<file path="config.mk">
export PLATFORM = sky130hd
export DESIGN_NAME = twm_master_tx
export DESIGN_NICKNAME = d
export VERILOG_FILES = /design/src/verilog/twm_pkg.sv /design/src/verilog/twm_bit_if.sv /design/src/verilog/twm_bit_engine.sv /design/src/verilog/twm_master_tx.sv
export SDC_FILE = /design/constraint.sdc
export NUM_CORES = 1
export LEC_CHECK = 0
export BUFFER_PORTS_ARGS = -buffer_cell sky130_fd_sc_hd__clkbuf_2
export CORE_MARGIN = 2
export CORE_UTILIZATION = 30
export CTS_BUF_LIST = sky130_fd_sc_hd__clkbuf_8
export CTS_CLUSTER_SIZE = 24
export DETAILED_ROUTE_END_ITERATION = 10
export HOLD_SLACK_MARGIN = 0.02
export PLACE_DENSITY_LB_ADDON = 0.05
export RECOVER_POWER = 50
export SYNTH_ARGS = -nofsm -noshare
export SYNTH_HDL_FRONTEND = slang
export SYNTH_SLANG_ARGS = --single-unit
</file>
<file path="constraint.sdc">
create_clock -name ref_clk -period 6.6 [get_ports ref_clk]
set_clock_uncertainty 0.05 [all_clocks]
set_input_delay 0.66 -clock ref_clk [delete_from_list [all_inputs] [get_ports ref_clk]]
set_output_delay 0.66 -clock ref_clk [all_outputs]
set_load 0.05 [all_outputs]
</file>
<file path="src/verilog/twm_pkg.sv">
package twm_pkg;
	// Clock period and one third of the bit period in a byte slot.
	localparam int TWM_CLK_NS      = 10;
	localparam int TWM_QUARTER_NS  = 2500;
	localparam int TWM_QUARTER_CYC =
		(TWM_QUARTER_NS + TWM_CLK_NS - 1) / TWM_CLK_NS;
	// Register byte offsets.
	localparam logic [7:0] TWM_OFF_CTRL = 8'h00;
	localparam logic [7:0] TWM_OFF_STAT = 8'h04;
	localparam logic [7:0] TWM_OFF_DATA = 8'h08;
	// Control register bit positions.
	localparam int TWM_CB_FLAG = 7;
	localparam int TWM_CB_ACK  = 6;
	localparam int TWM_CB_STA  = 5;
	localparam int TWM_CB_STO  = 4;
	localparam int TWM_CB_WCOL = 3;
	localparam int TWM_CB_EN   = 2;
	localparam int TWM_CB_IE   = 0;
	// Reset values.
	localparam logic [7:0] TWM_DATA_RST  = 8'hff;
	localparam logic [1:0] TWM_PRESC_RST = 2'h0;
	// Status codes with the prescaler bits at zero.
	localparam logic [7:0] TWM_SC_START  = 8'h08;
	localparam logic [7:0] TWM_SC_RSTART = 8'h10;
	localparam logic [7:0] TWM_SC_WA_ACK = 8'h18;
	localparam logic [7:0] TWM_SC_WA_NAK = 8'h20;
	localparam logic [7:0] TWM_SC_D_ACK  = 8'h28;
	localparam logic [7:0] TWM_SC_D_NAK  = 8'h30;
	localparam logic [7:0] TWM_SC_LOST   = 8'h38;
	localparam logic [7:0] TWM_SC_RA_ACK = 8'h40;
	localparam logic [7:0] TWM_SC_RA_NAK = 8'h48;
	localparam logic [7:0] TWM_SC_IDLE   = 8'hf8;
	// Commands from the step sequencer to the bit engine.
	typedef enum logic [1:0] {
		TWM_CMD_START = 2'b00,
		TWM_CMD_BYTE  = 2'b01,
		TWM_CMD_STOP  = 2'b10
	} twm_cmd_t;
endpackage

</file>
<file path="src/verilog/twm_bit_if.sv">
`timescale 1ns/1ps
`default_nettype none
// Link between the step sequencer and the bit engine.
interface twm_bit_if;
	import twm_pkg::*;
	logic     cmd_valid;
	twm_cmd_t cmd;
	logic     [7:0] tx_byte;
	logic     done;
	logic     ack_n;
	logic     lost;
	logic     own;
	modport ctl(output cmd_valid, cmd, tx_byte, input done, ack_n, lost, own);
	modport eng(input cmd_valid, cmd, tx_byte, output done, ack_n, lost, own);
endinterface
`default_nettype wire

</file>
<file path="src/verilog/twm_bit_engine.sv">
`timescale 1ns/1ps
`default_nettype none
module twm_bit_engine #(
	parameter int QUARTER = twm_pkg::TWM_QUARTER_CYC
) (
	input  wire logic ref_clk,
	input  wire logic sys_rst,
	twm_bit_if.eng    bi,
	input  wire logic scl_in,
	input  wire logic sda_in,
	output logic      scl_out,
	output logic      scl_oe_n,
	output logic      sda_out,
	output logic      sda_oe_n
);
	import twm_pkg::*;
	localparam int CW = $clog2(QUARTER + 1);
	typedef enum logic [1:0] {
		E_IDLE  = 2'b00,
		E_START = 2'b01,
		E_BIT   = 2'b10,
		E_STOP  = 2'b11
	} twm_eng_t;
	twm_eng_t        st_q;
	logic [1:0]      ph_q;
	logic [3:0]      bit_q;
	logic [8:0]      sh_q;
	logic [CW-1:0]   cnt_q;
	logic            scl_m_q, scl_s_q, sda_m_q, sda_s_q, sda_p_q;
	logic            busy_q, own_q, done_q, lost_q, ack_q;
	logic            stall, tick;

	if (QUARTER < 2) begin : g_chk
		$error("QUARTER must be at least 2");
	end

	// Two-stage synchronisers for the bus lines, plus one history stage.
	always_ff @(posedge ref_clk or posedge sys_rst) begin
		if (sys_rst) begin
			{scl_m_q, scl_s_q, sda_m_q, sda_s_q, sda_p_q} <= 5'h1f;
		end else begin
			{scl_m_q, scl_s_q} <= {scl_in, scl_m_q};
			{sda_m_q, sda_s_q, sda_p_q} <= {sda_in, sda_m_q, sda_s_q};
		end
	end

	// Bus busy between any START and the next STOP, whoever sent them.
	always_ff @(posedge ref_clk or posedge sys_rst) begin
		if (sys_rst) begin
			busy_q <= 1'b0;
		end else if (scl_s_q && sda_p_q && !sda_s_q) begin
			busy_q <= 1'b1;
		end else if (scl_s_q && !sda_p_q && sda_s_q) begin
			busy_q <= 1'b0;
		end
	end

	// A released clock held low by a slave or a START on a busy bus not owned by this master waits.
	assign stall = (st_q != E_IDLE && scl_oe_n && !scl_s_q) ||
		(st_q == E_START && ph_q == 2'd0 && !own_q && busy_q);
	assign tick = (cnt_q == '0) && !stall;

	// Quarter period timer.
	always_ff @(posedge ref_clk or posedge sys_rst) begin
		if (sys_rst) begin
			cnt_q <= '0;
		end else if (st_q == E_IDLE || stall || tick) begin
			cnt_q <= CW'(QUARTER - 1);
		end else begin
			cnt_q <= cnt_q - 1'b1;
		end
	end

	// Open-drain pins only ever pull low.
	always_ff @(posedge ref_clk or posedge sys_rst) begin
		if (sys_rst) begin
			scl_out <= 1'b0;
			sda_out <= 1'b0;
		end else begin
			scl_out <= 1'b0;
			sda_out <= 1'b0;
		end
	end

	// Line sequencer for START, STOP and nine-bit byte slots.
	always_ff @(posedge ref_clk or posedge sys_rst) begin
		if (sys_rst) begin
			st_q <= E_IDLE;
			ph_q <= 2'd0;
			bit_q <= 4'd0;
			sh_q <= 9'h1ff;
			scl_oe_n <= 1'b1;
			sda_oe_n <= 1'b1;
			own_q <= 1'b0;
			done_q <= 1'b0;
			lost_q <= 1'b0;
			ack_q <= 1'b1;
		end else begin
			done_q <= 1'b0;
			case (st_q)
				E_IDLE: begin
					ph_q <= 2'd0;
					bit_q <= 4'd0;
					if (bi.cmd_valid) begin
						lost_q <= 1'b0;
						case (bi.cmd)
							TWM_CMD_START: begin
								st_q <= E_START;
								sda_oe_n <= 1'b1;
							end
							TWM_CMD_BYTE: begin
								st_q <= E_BIT;
								sh_q <= {bi.tx_byte, 1'b1};
								sda_oe_n <= bi.tx_byte[7];
							end
							default: begin
								st_q <= E_STOP;
								sda_oe_n <= 1'b0;
							end
						endcase
					end
				end
				E_START: begin
					if (tick) begin
						ph_q <= ph_q + 2'd1;
						case (ph_q)
							2'd0: scl_oe_n <= 1'b1;
							2'd1: sda_oe_n <= 1'b0;
							2'd2: scl_oe_n <= 1'b0;
							default: begin
								own_q <= 1'b1;
								done_q <= 1'b1;
								st_q <= E_IDLE;
							end
						endcase
					end
				end
				E_BIT: begin
					if (tick) begin
						case (ph_q)
							2'd0: begin
								scl_oe_n <= 1'b0 ^ 1'b1;
								ph_q <= 2'd1;
							end
							2'd1: begin
								ack_q <= sda_s_q;
								ph_q <= 2'd2;
								if (sda_oe_n && !sda_s_q && bit_q != 4'd8) begin
									scl_oe_n <= 1'b1;
									own_q <= 1'b0;
									lost_q <= 1'b1;
									done_q <= 1'b1;
									st_q <= E_IDLE;
								end
							end
							default: begin
								scl_oe_n <= 1'b0;
								ph_q <= 2'd0;
								if (bit_q == 4'd8) begin
									done_q <= 1'b1;
									st_q <= E_IDLE;
								end else begin
									bit_q <= bit_q + 4'd1;
									sda_oe_n <= sh_q[7];
									sh_q <= {sh_q[7:0], 1'b1};
								end
							end
						endcase
					end
				end
				default: begin
					if (tick) begin
						ph_q <= ph_q + 2'd1;
						case (ph_q)
							2'd0: scl_oe_n <= 1'b1;
							2'd1: sda_oe_n <= 1'b1;
							default: begin
								own_q <= 1'b0;
								done_q <= 1'b1;
								st_q <= E_IDLE;
							end
						endcase
					end
				end
			endcase
		end
	end

	assign bi.done  = done_q;
	assign bi.ack_n = ack_q;
	assign bi.lost  = lost_q;
	assign bi.own   = own_q;
endmodule
`default_nettype wire

</file>
<file path="src/verilog/twm_master_tx.sv">
// Summary of operation
// - After a START request the unit sends START once the bus is free.
// - START sent sets the step flag with status 0x08.
// - Writing one to the step flag clears it and lets the step go on.
// - Direction bit of each address sent picks transmit or receive mode.
// - Address with write sent and ack sampled: flag with 0x18, 0x20 or 0x38.
// - Data writes while the flag is low are dropped and set collision flag.
// - Repeated START reports 0x10 and the master keeps the bus.
// - At 0x08 a flag clear sends the loaded address and samples ack.
// - At 0x10 the loaded address goes out; read direction selects receive.
// - At 0x18 or 0x20 a plain flag clear sends the loaded data byte.
// - A sent data byte reports 0x28 on ack and 0x30 on no ack.
// - Flag clear with stop only sends STOP and clears the stop request.
// - Flag clear with start and stop sends STOP, then START, clears stop.
// - Lost arbitration reports 0x38; then release, or START when bus frees.
// - While the step flag is set the transfer stays suspended.
`timescale 1ns/1ps
`default_nettype none
module twm_master_tx #(
	parameter int QUARTER = twm_pkg::TWM_QUARTER_CYC
) (
	input  wire logic        ref_clk,
	input  wire logic        sys_rst,
	input  wire logic        psel,
	input  wire logic        penable,
	input  wire logic        pwrite,
	input  wire logic [7:0]  paddr,
	input  wire logic [31:0] pwdata,
	output logic      [31:0] prdata,
	output logic             pready,
	output logic             pslverr,
	output logic             irq_req,
	input  wire logic        scl_in,
	output logic             scl_out,
	output logic             scl_oe_n,
	input  wire logic        sda_in,
	output logic             sda_out,
	output logic             sda_oe_n
);
	import twm_pkg::*;

	typedef enum logic [2:0] {
		M_IDLE       = 3'b000,
		M_START      = 3'b001,
		M_ADDR       = 3'b010,
		M_DATA       = 3'b011,
		M_STOP       = 3'b100,
		M_STOP_START = 3'b101,
		M_HOLD       = 3'b110
	} twm_mst_t;

	twm_mst_t    st_q;
	twm_cmd_t    cmd_q;
	logic        cmd_valid_q;
	logic        rep_q;
	logic        mode_rx_q;
	logic        flag_q, ack_en_q, sta_q, sto_q, wcol_q, en_q, ie_q;
	logic [1:0]  presc_q;
	logic [7:0]  code_q, code_d;
	logic [7:0]  data_q;
	logic [7:0]  ctrl_rd;
	logic [31:0] prdata_q;
	logic        pready_q, pslverr_q, irq_q;
	logic        acc, wr, wr_ctrl, wr_stat, wr_data;
	logic        step_set, addr_ok;

	twm_bit_if bi();

	// Bit engine that owns the bus pins.
	twm_bit_engine #(
		.QUARTER(QUARTER)
	) u_eng (
		.ref_clk (ref_clk),
		.sys_rst (sys_rst),
		.bi      (bi),
		.scl_in  (scl_in),
		.sda_in  (sda_in),
		.scl_out (scl_out),
		.scl_oe_n(scl_oe_n),
		.sda_out (sda_out),
		.sda_oe_n(sda_oe_n)
	);

	assign bi.cmd_valid = cmd_valid_q;
	assign bi.cmd       = cmd_q;
	assign bi.tx_byte   = data_q;

	// Bus decode: one wait state, writes land on the completing edge.
	assign acc     = psel && penable && !pready_q;
	assign wr      = psel && penable && pready_q && pwrite;
	assign addr_ok = paddr == TWM_OFF_CTRL || paddr == TWM_OFF_STAT ||
		paddr == TWM_OFF_DATA;
	assign wr_ctrl = wr && paddr == TWM_OFF_CTRL;
	assign wr_stat = wr && paddr == TWM_OFF_STAT;
	assign wr_data = wr && paddr == TWM_OFF_DATA;

	// Control register image as software reads it.
	always_comb begin
		ctrl_rd = 8'h00;
		ctrl_rd[TWM_CB_FLAG] = flag_q;
		ctrl_rd[TWM_CB_ACK]  = ack_en_q;
		ctrl_rd[TWM_CB_STA]  = sta_q;
		ctrl_rd[TWM_CB_STO]  = sto_q;
		ctrl_rd[TWM_CB_WCOL] = wcol_q;
		ctrl_rd[TWM_CB_EN]   = en_q;
		ctrl_rd[TWM_CB_IE]   = ie_q;
	end

	// Bus answer: ready, error and read data all come from flip-flops.
	always_ff @(posedge ref_clk or posedge sys_rst) begin
		if (sys_rst) begin
			pready_q <= 1'b0;
			pslverr_q <= 1'b0;
			prdata_q <= 32'h0000_0000;
		end else begin
			pready_q <= acc;
			pslverr_q <= acc && !addr_ok;
			prdata_q <= 32'h0000_0000;
			if (acc && !pwrite) begin
				case (paddr)
					TWM_OFF_CTRL: prdata_q <= {24'h00_0000, ctrl_rd};
					TWM_OFF_STAT: prdata_q <= {24'h00_0000, code_q[7:3],
						1'b0, presc_q};
					TWM_OFF_DATA: prdata_q <= {24'h00_0000, data_q};
					default:      prdata_q <= 32'h0000_0000;
				endcase
			end
		end
	end

	assign prdata  = prdata_q;
	assign pready  = pready_q;
	assign pslverr = pslverr_q;

	// Software-owned control bits; stop also self-clears after STOP.
	always_ff @(posedge ref_clk or posedge sys_rst) begin
		if (sys_rst) begin
			ack_en_q <= 1'b0;
			sta_q <= 1'b0;
			en_q <= 1'b0;
			ie_q <= 1'b0;
		end else if (wr_ctrl) begin
			ack_en_q <= pwdata[TWM_CB_ACK];
			sta_q <= pwdata[TWM_CB_STA];
			en_q <= pwdata[TWM_CB_EN];
			ie_q <= pwdata[TWM_CB_IE];
		end
	end

	// Stop request clears itself once the STOP is on the bus.
	always_ff @(posedge ref_clk or posedge sys_rst) begin
		if (sys_rst) begin
			sto_q <= 1'b0;
		end else if ((st_q == M_STOP || st_q == M_STOP_START) && bi.done) begin
			sto_q <= 1'b0;
		end else if (wr_ctrl) begin
			sto_q <= pwdata[TWM_CB_STO];
		end
	end

	// Step flag: hardware set wins over a software clear.
	always_ff @(posedge ref_clk or posedge sys_rst) begin
		if (sys_rst) begin
			flag_q <= 1'b0;
		end else if (step_set) begin
			flag_q <= 1'b1;
		end else if (wr_ctrl && pwdata[TWM_CB_FLAG]) begin
			flag_q <= 1'b0;
		end
	end

	// Data register and write collision flag.
	always_ff @(posedge ref_clk or posedge sys_rst) begin
		if (sys_rst) begin
			data_q <= TWM_DATA_RST;
			wcol_q <= 1'b0;
		end else if (wr_data) begin
			if (flag_q) begin
				data_q <= pwdata[7:0];
				wcol_q <= 1'b0;
			end else begin
				wcol_q <= 1'b1;
			end
		end
	end

	// Prescaler bits are stored and read back only.
	always_ff @(posedge ref_clk or posedge sys_rst) begin
		if (sys_rst) begin
			presc_q <= TWM_PRESC_RST;
		end else if (wr_stat) begin
			presc_q <= pwdata[1:0];
		end
	end

	// Interrupt request follows the step flag when enabled.
	always_ff @(posedge ref_clk or posedge sys_rst) begin
		if (sys_rst) begin
			irq_q <= 1'b0;
		end else begin
			irq_q <= flag_q && ie_q;
		end
	end

	assign irq_req = irq_q;

	// Status code that each finished step reports.
	always_comb begin
		step_set = 1'b0;
		code_d = code_q;
		case (st_q)
			M_START: begin
				if (bi.done) begin
					step_set = 1'b1;
					code_d = rep_q ? TWM_SC_RSTART : TWM_SC_START;
				end
			end
			M_ADDR: begin
				if (bi.done) begin
					step_set = 1'b1;
					if (bi.lost) begin
						code_d = TWM_SC_LOST;
					end else if (data_q[0]) begin
						code_d = bi.ack_n ? TWM_SC_RA_NAK : TWM_SC_RA_ACK;
					end else begin
						code_d = bi.ack_n ? TWM_SC_WA_NAK : TWM_SC_WA_ACK;
					end
				end
			end
			M_DATA: begin
				if (bi.done) begin
					step_set = 1'b1;
					if (bi.lost) begin
						code_d = TWM_SC_LOST;
					end else begin
						code_d = bi.ack_n ? TWM_SC_D_NAK : TWM_SC_D_ACK;
					end
				end
			end
			M_STOP: begin
				if (bi.done) begin
					code_d = TWM_SC_IDLE;
				end
			end
			default: begin
				step_set = 1'b0;
			end
		endcase
	end

	// Step sequencer: issues one bus step per flag clear.
	always_ff @(posedge ref_clk or posedge sys_rst) begin
		if (sys_rst) begin
			st_q <= M_IDLE;
			cmd_q <= TWM_CMD_START;
			cmd_valid_q <= 1'b0;
			rep_q <= 1'b0;
			mode_rx_q <= 1'b0;
			code_q <= TWM_SC_IDLE;
		end else begin
			cmd_valid_q <= 1'b0;
			code_q <= code_d;
			case (st_q)
				M_IDLE: begin
					if (en_q && sta_q && !flag_q) begin
						cmd_valid_q <= 1'b1;
						cmd_q <= TWM_CMD_START;
						rep_q <= bi.own;
						st_q <= M_START;
					end
				end
				M_START, M_ADDR, M_DATA: begin
					if (bi.done) begin
						st_q <= M_HOLD;
					end
				end
				M_STOP: begin
					if (bi.done) begin
						st_q <= M_IDLE;
					end
				end
				M_STOP_START: begin
					if (bi.done) begin
						cmd_valid_q <= 1'b1;
						cmd_q <= TWM_CMD_START;
						rep_q <= 1'b0;
						st_q <= M_START;
					end
				end
				default: begin
					if (!flag_q && en_q) begin
						if (code_q == TWM_SC_LOST || code_q == TWM_SC_IDLE) begin
							if (sta_q) begin
								cmd_valid_q <= 1'b1;
								cmd_q <= TWM_CMD_START;
								rep_q <= bi.own;
								st_q <= M_START;
							end else begin
								code_q <= TWM_SC_IDLE;
								st_q <= M_IDLE;
							end
						end else if (code_q == TWM_SC_START ||
							code_q == TWM_SC_RSTART) begin
							cmd_valid_q <= 1'b1;
							cmd_q <= TWM_CMD_BYTE;
							mode_rx_q <= data_q[0];
							st_q <= M_ADDR;
						end else if (sta_q && sto_q) begin
							cmd_valid_q <= 1'b1;
							cmd_q <= TWM_CMD_STOP;
							st_q <= M_STOP_START;
						end else if (sto_q) begin
							cmd_valid_q <= 1'b1;
							cmd_q <= TWM_CMD_STOP;
							st_q <= M_STOP;
						end else if (sta_q) begin
							cmd_valid_q <= 1'b1;
							cmd_q <= TWM_CMD_START;
							rep_q <= bi.own;
							st_q <= M_START;
						end else begin
							cmd_valid_q <= 1'b1;
							cmd_q <= TWM_CMD_BYTE;
							st_q <= M_DATA;
						end
					end
				end
			endcase
		end
	end
endmodule
`default_nettype wire

</file>
==> results.sh <==
export IMPL_outcome="finished, final reports clean"
export IMPL_ios=86
export IMPL_dp_hpwl_um=6700
export IMPL_avgRoutedWirePerCell_um=15.1
export IMPL_period_share_pct=40.1
export IMPL_grt_start_max_net_pins=79
export IMPL_rsz0062_at_grt="no"
export IMPL_rows=43
export IMPL_grt_usage_pct=13.6
export IMPL_gp_congestion=0.791
export IMPL_cp_buffers_inverters=1
export IMPL_synth_compound_area_share_pct=14.8
export IMPL_drtAntennaViolNets=0
export IMPL_hold_violations=0
export IMPL_muxShareOfSynthArea_pct=8.41
export IMPL_syn_area_um2=4330
export IMPL_end_kind="register"
export IMPL_cts_sinks=78
export IMPL_synth_adder_area_share_pct=3.76
export IMPL_slew_headroom_pct=31.5
export IMPL_synth_async_reset_ratio_pct=100
export IMPL_syn_mean_instance_area_um2=10.1
export IMPL_synth_top_cell_area_share_pct=28.9
export IMPL_drtPass1Iterations=4
export IMPL_viasPerCell=4.75
export IMPL_cts_hold_buffers_added=0
export IMPL_leakagePower_nw=2.05
export IMPL_clk_pin_slew_ns=0.09
export IMPL_timing_fmax_mhz=378
export IMPL_cp_top_family="simple AND/OR/NAND/NOR gates"
export IMPL_clk_insertion_delay_late_ns=0.37
export IMPL_cpMaxStageDelayCell="ha_1"
export IMPL_slew_viol_final=0
export IMPL_cts_tree="done"
export IMPL_p_per_area_nw_per_um2=185
export IMPL_vdd_ir_drop_max_mv=0.0762
export IMPL_grt_ovfl_total=0
export IMPL_synth_edff_count=0
export IMPL_critPathKind="register to register"
export IMPL_synth_top_area_cell="dfrtp_1"
export IMPL_synth_simple_gate_area_share_pct=16.8
export IMPL_hold_path_endpoint="u_eng.sda_s_q"
export IMPL_drt_iter0_drc=135
export IMPL_die_width_um=124
export IMPL_arrival_ns=2.89
export IMPL_io_buffers=35
export IMPL_die_y_um=124
export IMPL_tightest_slew_ns=1.03
export IMPL_area_growth_pct=8.85
export IMPL_synth_top_flop_cell="dfrtp_1"
export IMPL_ys_seq_elements=78
export IMPL_cts_resized=0
export IMPL_reg2regPathDepth=7
export IMPL_cp_start_kind="register"
export IMPL_fill_cells=1478
export IMPL_cp_required_ns=6.84
export IMPL_wl_um=9750
export IMPL_clockRootBuffer="clkbuf_8"
export IMPL_min_period_ns=2.65
export IMPL_cts_inserted_buffers=9
export IMPL_nNetsFinal=519
export IMPL_min_from="u_eng.sda_m_q"
export IMPL_post_place_ws_ns=3.96
export IMPL_yosys_top_cells_area="dfrtp_1, dfstp_2, buf_4"
export IMPL_ys_seq_area_share_pct=45.9
export IMPL_finalSetupViolCount=0
export IMPL_synth_xor_area_share_pct=1.62
export IMPL_die_area_um2=15400
export IMPL_grt_pass1_vias=2974
export IMPL_syn_inst=429
export IMPL_antenna_found_initial=0
export IMPL_coreArea_um2=14000
export IMPL_grt_pass1_wl_um=15800
export IMPL_fin_setup_tns_ns=0
export IMPL_reg2reg_setup_slack_ns=3.95
export IMPL_yosysUniqueCellTypes=66
export IMPL_layout_drive_gt1_share_pct=22.8
export IMPL_critPathMaxStageDelay_ns=0.57
export IMPL_insertedDiodeCount=0
export IMPL_worst_hold_slack_ns=0.301
export IMPL_cp_max_fo=16
export IMPL_min_path_cells=0
export IMPL_cap_viol_max_count=0
export IMPL_worstPathCellList="inv_1 > ha_1 > or3b_1 > and4b_1 > o21ai_2 > nor3_2 > mux2i_1"
export IMPL_worstReg2RegEnd="u_eng.st_q[0]"
export IMPL_postCtsSetupBuffers=0
export IMPL_synth_top_family_by_area="simple AND/OR/NAND/NOR gates"
export IMPL_h_tree_depth=3
export IMPL_start_util_pct=30.9
export IMPL_drc_errors=0
export IMPL_hp_class="register to register"
export IMPL_setup_slack_ns=3.95
export IMPL_r2r_start="u_eng.st_q[1]"
export IMPL_num_vias=3062
export IMPL_yosysWarnings=0
export IMPL_clock_path_buffers=2
==> worst reg2reg max path, stage by stage, from the launching register on <==
cell and delay [ns]:
dfrtp_1 0.42, inv_1 0.13, ha_1 0.57, or3b_1 0.27
and4b_1 0.55, o21ai_2 0.15, nor3_2 0.21, mux2i_1 0.22
==> area by class of cell <==
type / count / area [um2] / share of cell area [%]
Tap cell: 180 / 225 / 4.78
Inverter: 22 / 83.8 / 1.78
Clock buffer: 9 / 124 / 2.63
Sequential cell: 78 / 1990 / 42.2
Multi-Input combinational cell: 311 / 2060 / 43.7
Clock inverter: 7 / 43.8 / 0.930
Timing Repair Buffer: 37 / 190 / 4.04
==> flip-flops by register name, summed over array words and instances (netlist names), 2 cells and up <==
| register | count |
|---|---|
| u_eng.ph_q | 2 |
| presc_q | 2 |
| bi.tx_byte | 8 |
| bi.cmd | 2 |
| u_eng.sh_q | 7 |
| u_eng.bit_q | 4 |
| code_q | 8 |
| u_eng.st_q | 2 |
| prdata | 8 |
| st_q | 3 |
| u_eng.cnt_q | 8 |
==> through the flow <==
step	power [mW]	cells	utilization, %	area (um2)
floorplan	0.555	454	-	4420
global route	0.916	644	33.7	4710
detailed placement	0.558	628	32.5	4550
CTS	0.892	644	33.7	4720
finish	0.872	644	33.7	4710
global placement	0.557	628	32.5	4550
==> power breakdown <==
| group | leakage [nW] | internal [mW] | switching (mW) | total [mW] |
|---|---|---|---|---|
| Clock | 0.0838 | 0.134 | 0.191 | 0.325 |
| Sequential | 0.946 | 0.483 | 0.00242 | 0.485 |
| Combinational | 1.02 | 0.00890 | 0.0530 | 0.0619 |
| Total | 2.05 | 0.626 | 0.247 | 0.872 |
==> kinds of logic after synthesis <==
kind of cell             Yosys count
buffers and inverters             65
adder cells (fa/ha/maj)           13
XOR/XNOR                           8
AO/OA/AOI/OAI                     97
multiplexers                      34
AND/OR/NAND/NOR                  133
flip-flops                        78
other                              1
==> cells in the final DEF, fill, tap and decap left out, drive strengths merged, types with 3 or more instances in the layout <==
cell type,n
and3,3
nand3,8
nand3b,3
xnor2,5
a311oi,3
clkinvlp,4
conb,26
nand2,30
nor4,3
and2,7
xor2,3
o21ai,19
inv,23
nor3,11
ha,13
nor2b,11
clkbuf,44
mux2i,18
o211ai,3
a31oi,5
o22ai,9
and4b,4
a21oi,37
nor2,35
dfrtp,50
dfstp,28
nand2b,7
mux2,16
==> Yosys cell counts, drive strengths merged (9+ instances only) <==
master / number
a21oi: 37
nor2b: 11
nor2: 35
inv: 22
dfrtp: 50
buf: 39
o22ai: 9
ha: 13
mux2i: 18
dfstp: 28
mux2: 16
nand2: 30
o21ai: 19
nor3: 11
==> metal layers <==
layer | up-vias | GRT usage [%] | part of all wire (%)
met2 | 44 | 20.8 | 46
met5 | - | 0 | 0
met3 | 11 | 2.75 | 2.7
met1 | 1483 | 18.4 | 50
li1 | 1524 | - | -
met4 | 0 | 6.11 | 1.9
==> worst max path at each step <==
| stage | startpoint | endpoint | slack (ns) | cells past startpoint |
|---|---|---|---|---|
| detailed placement | u_eng.st_q[1] | u_eng.st_q[0] | 3.96 | 7 |
| global placement | u_eng.st_q[1] | u_eng.st_q[1] | 3.94 | 7 |
| CTS | u_eng.st_q[1] | u_eng.st_q[0] | 3.91 | 7 |
| finish | u_eng.st_q[1] | u_eng.st_q[0] | 3.95 | 7 |
| global route | u_eng.st_q[1] | u_eng.st_q[0] | 3.74 | 7 |
| floorplan | sys_rst | ack_en_q | 3.94 | 1 |
(Power assumes the default switching activity.)
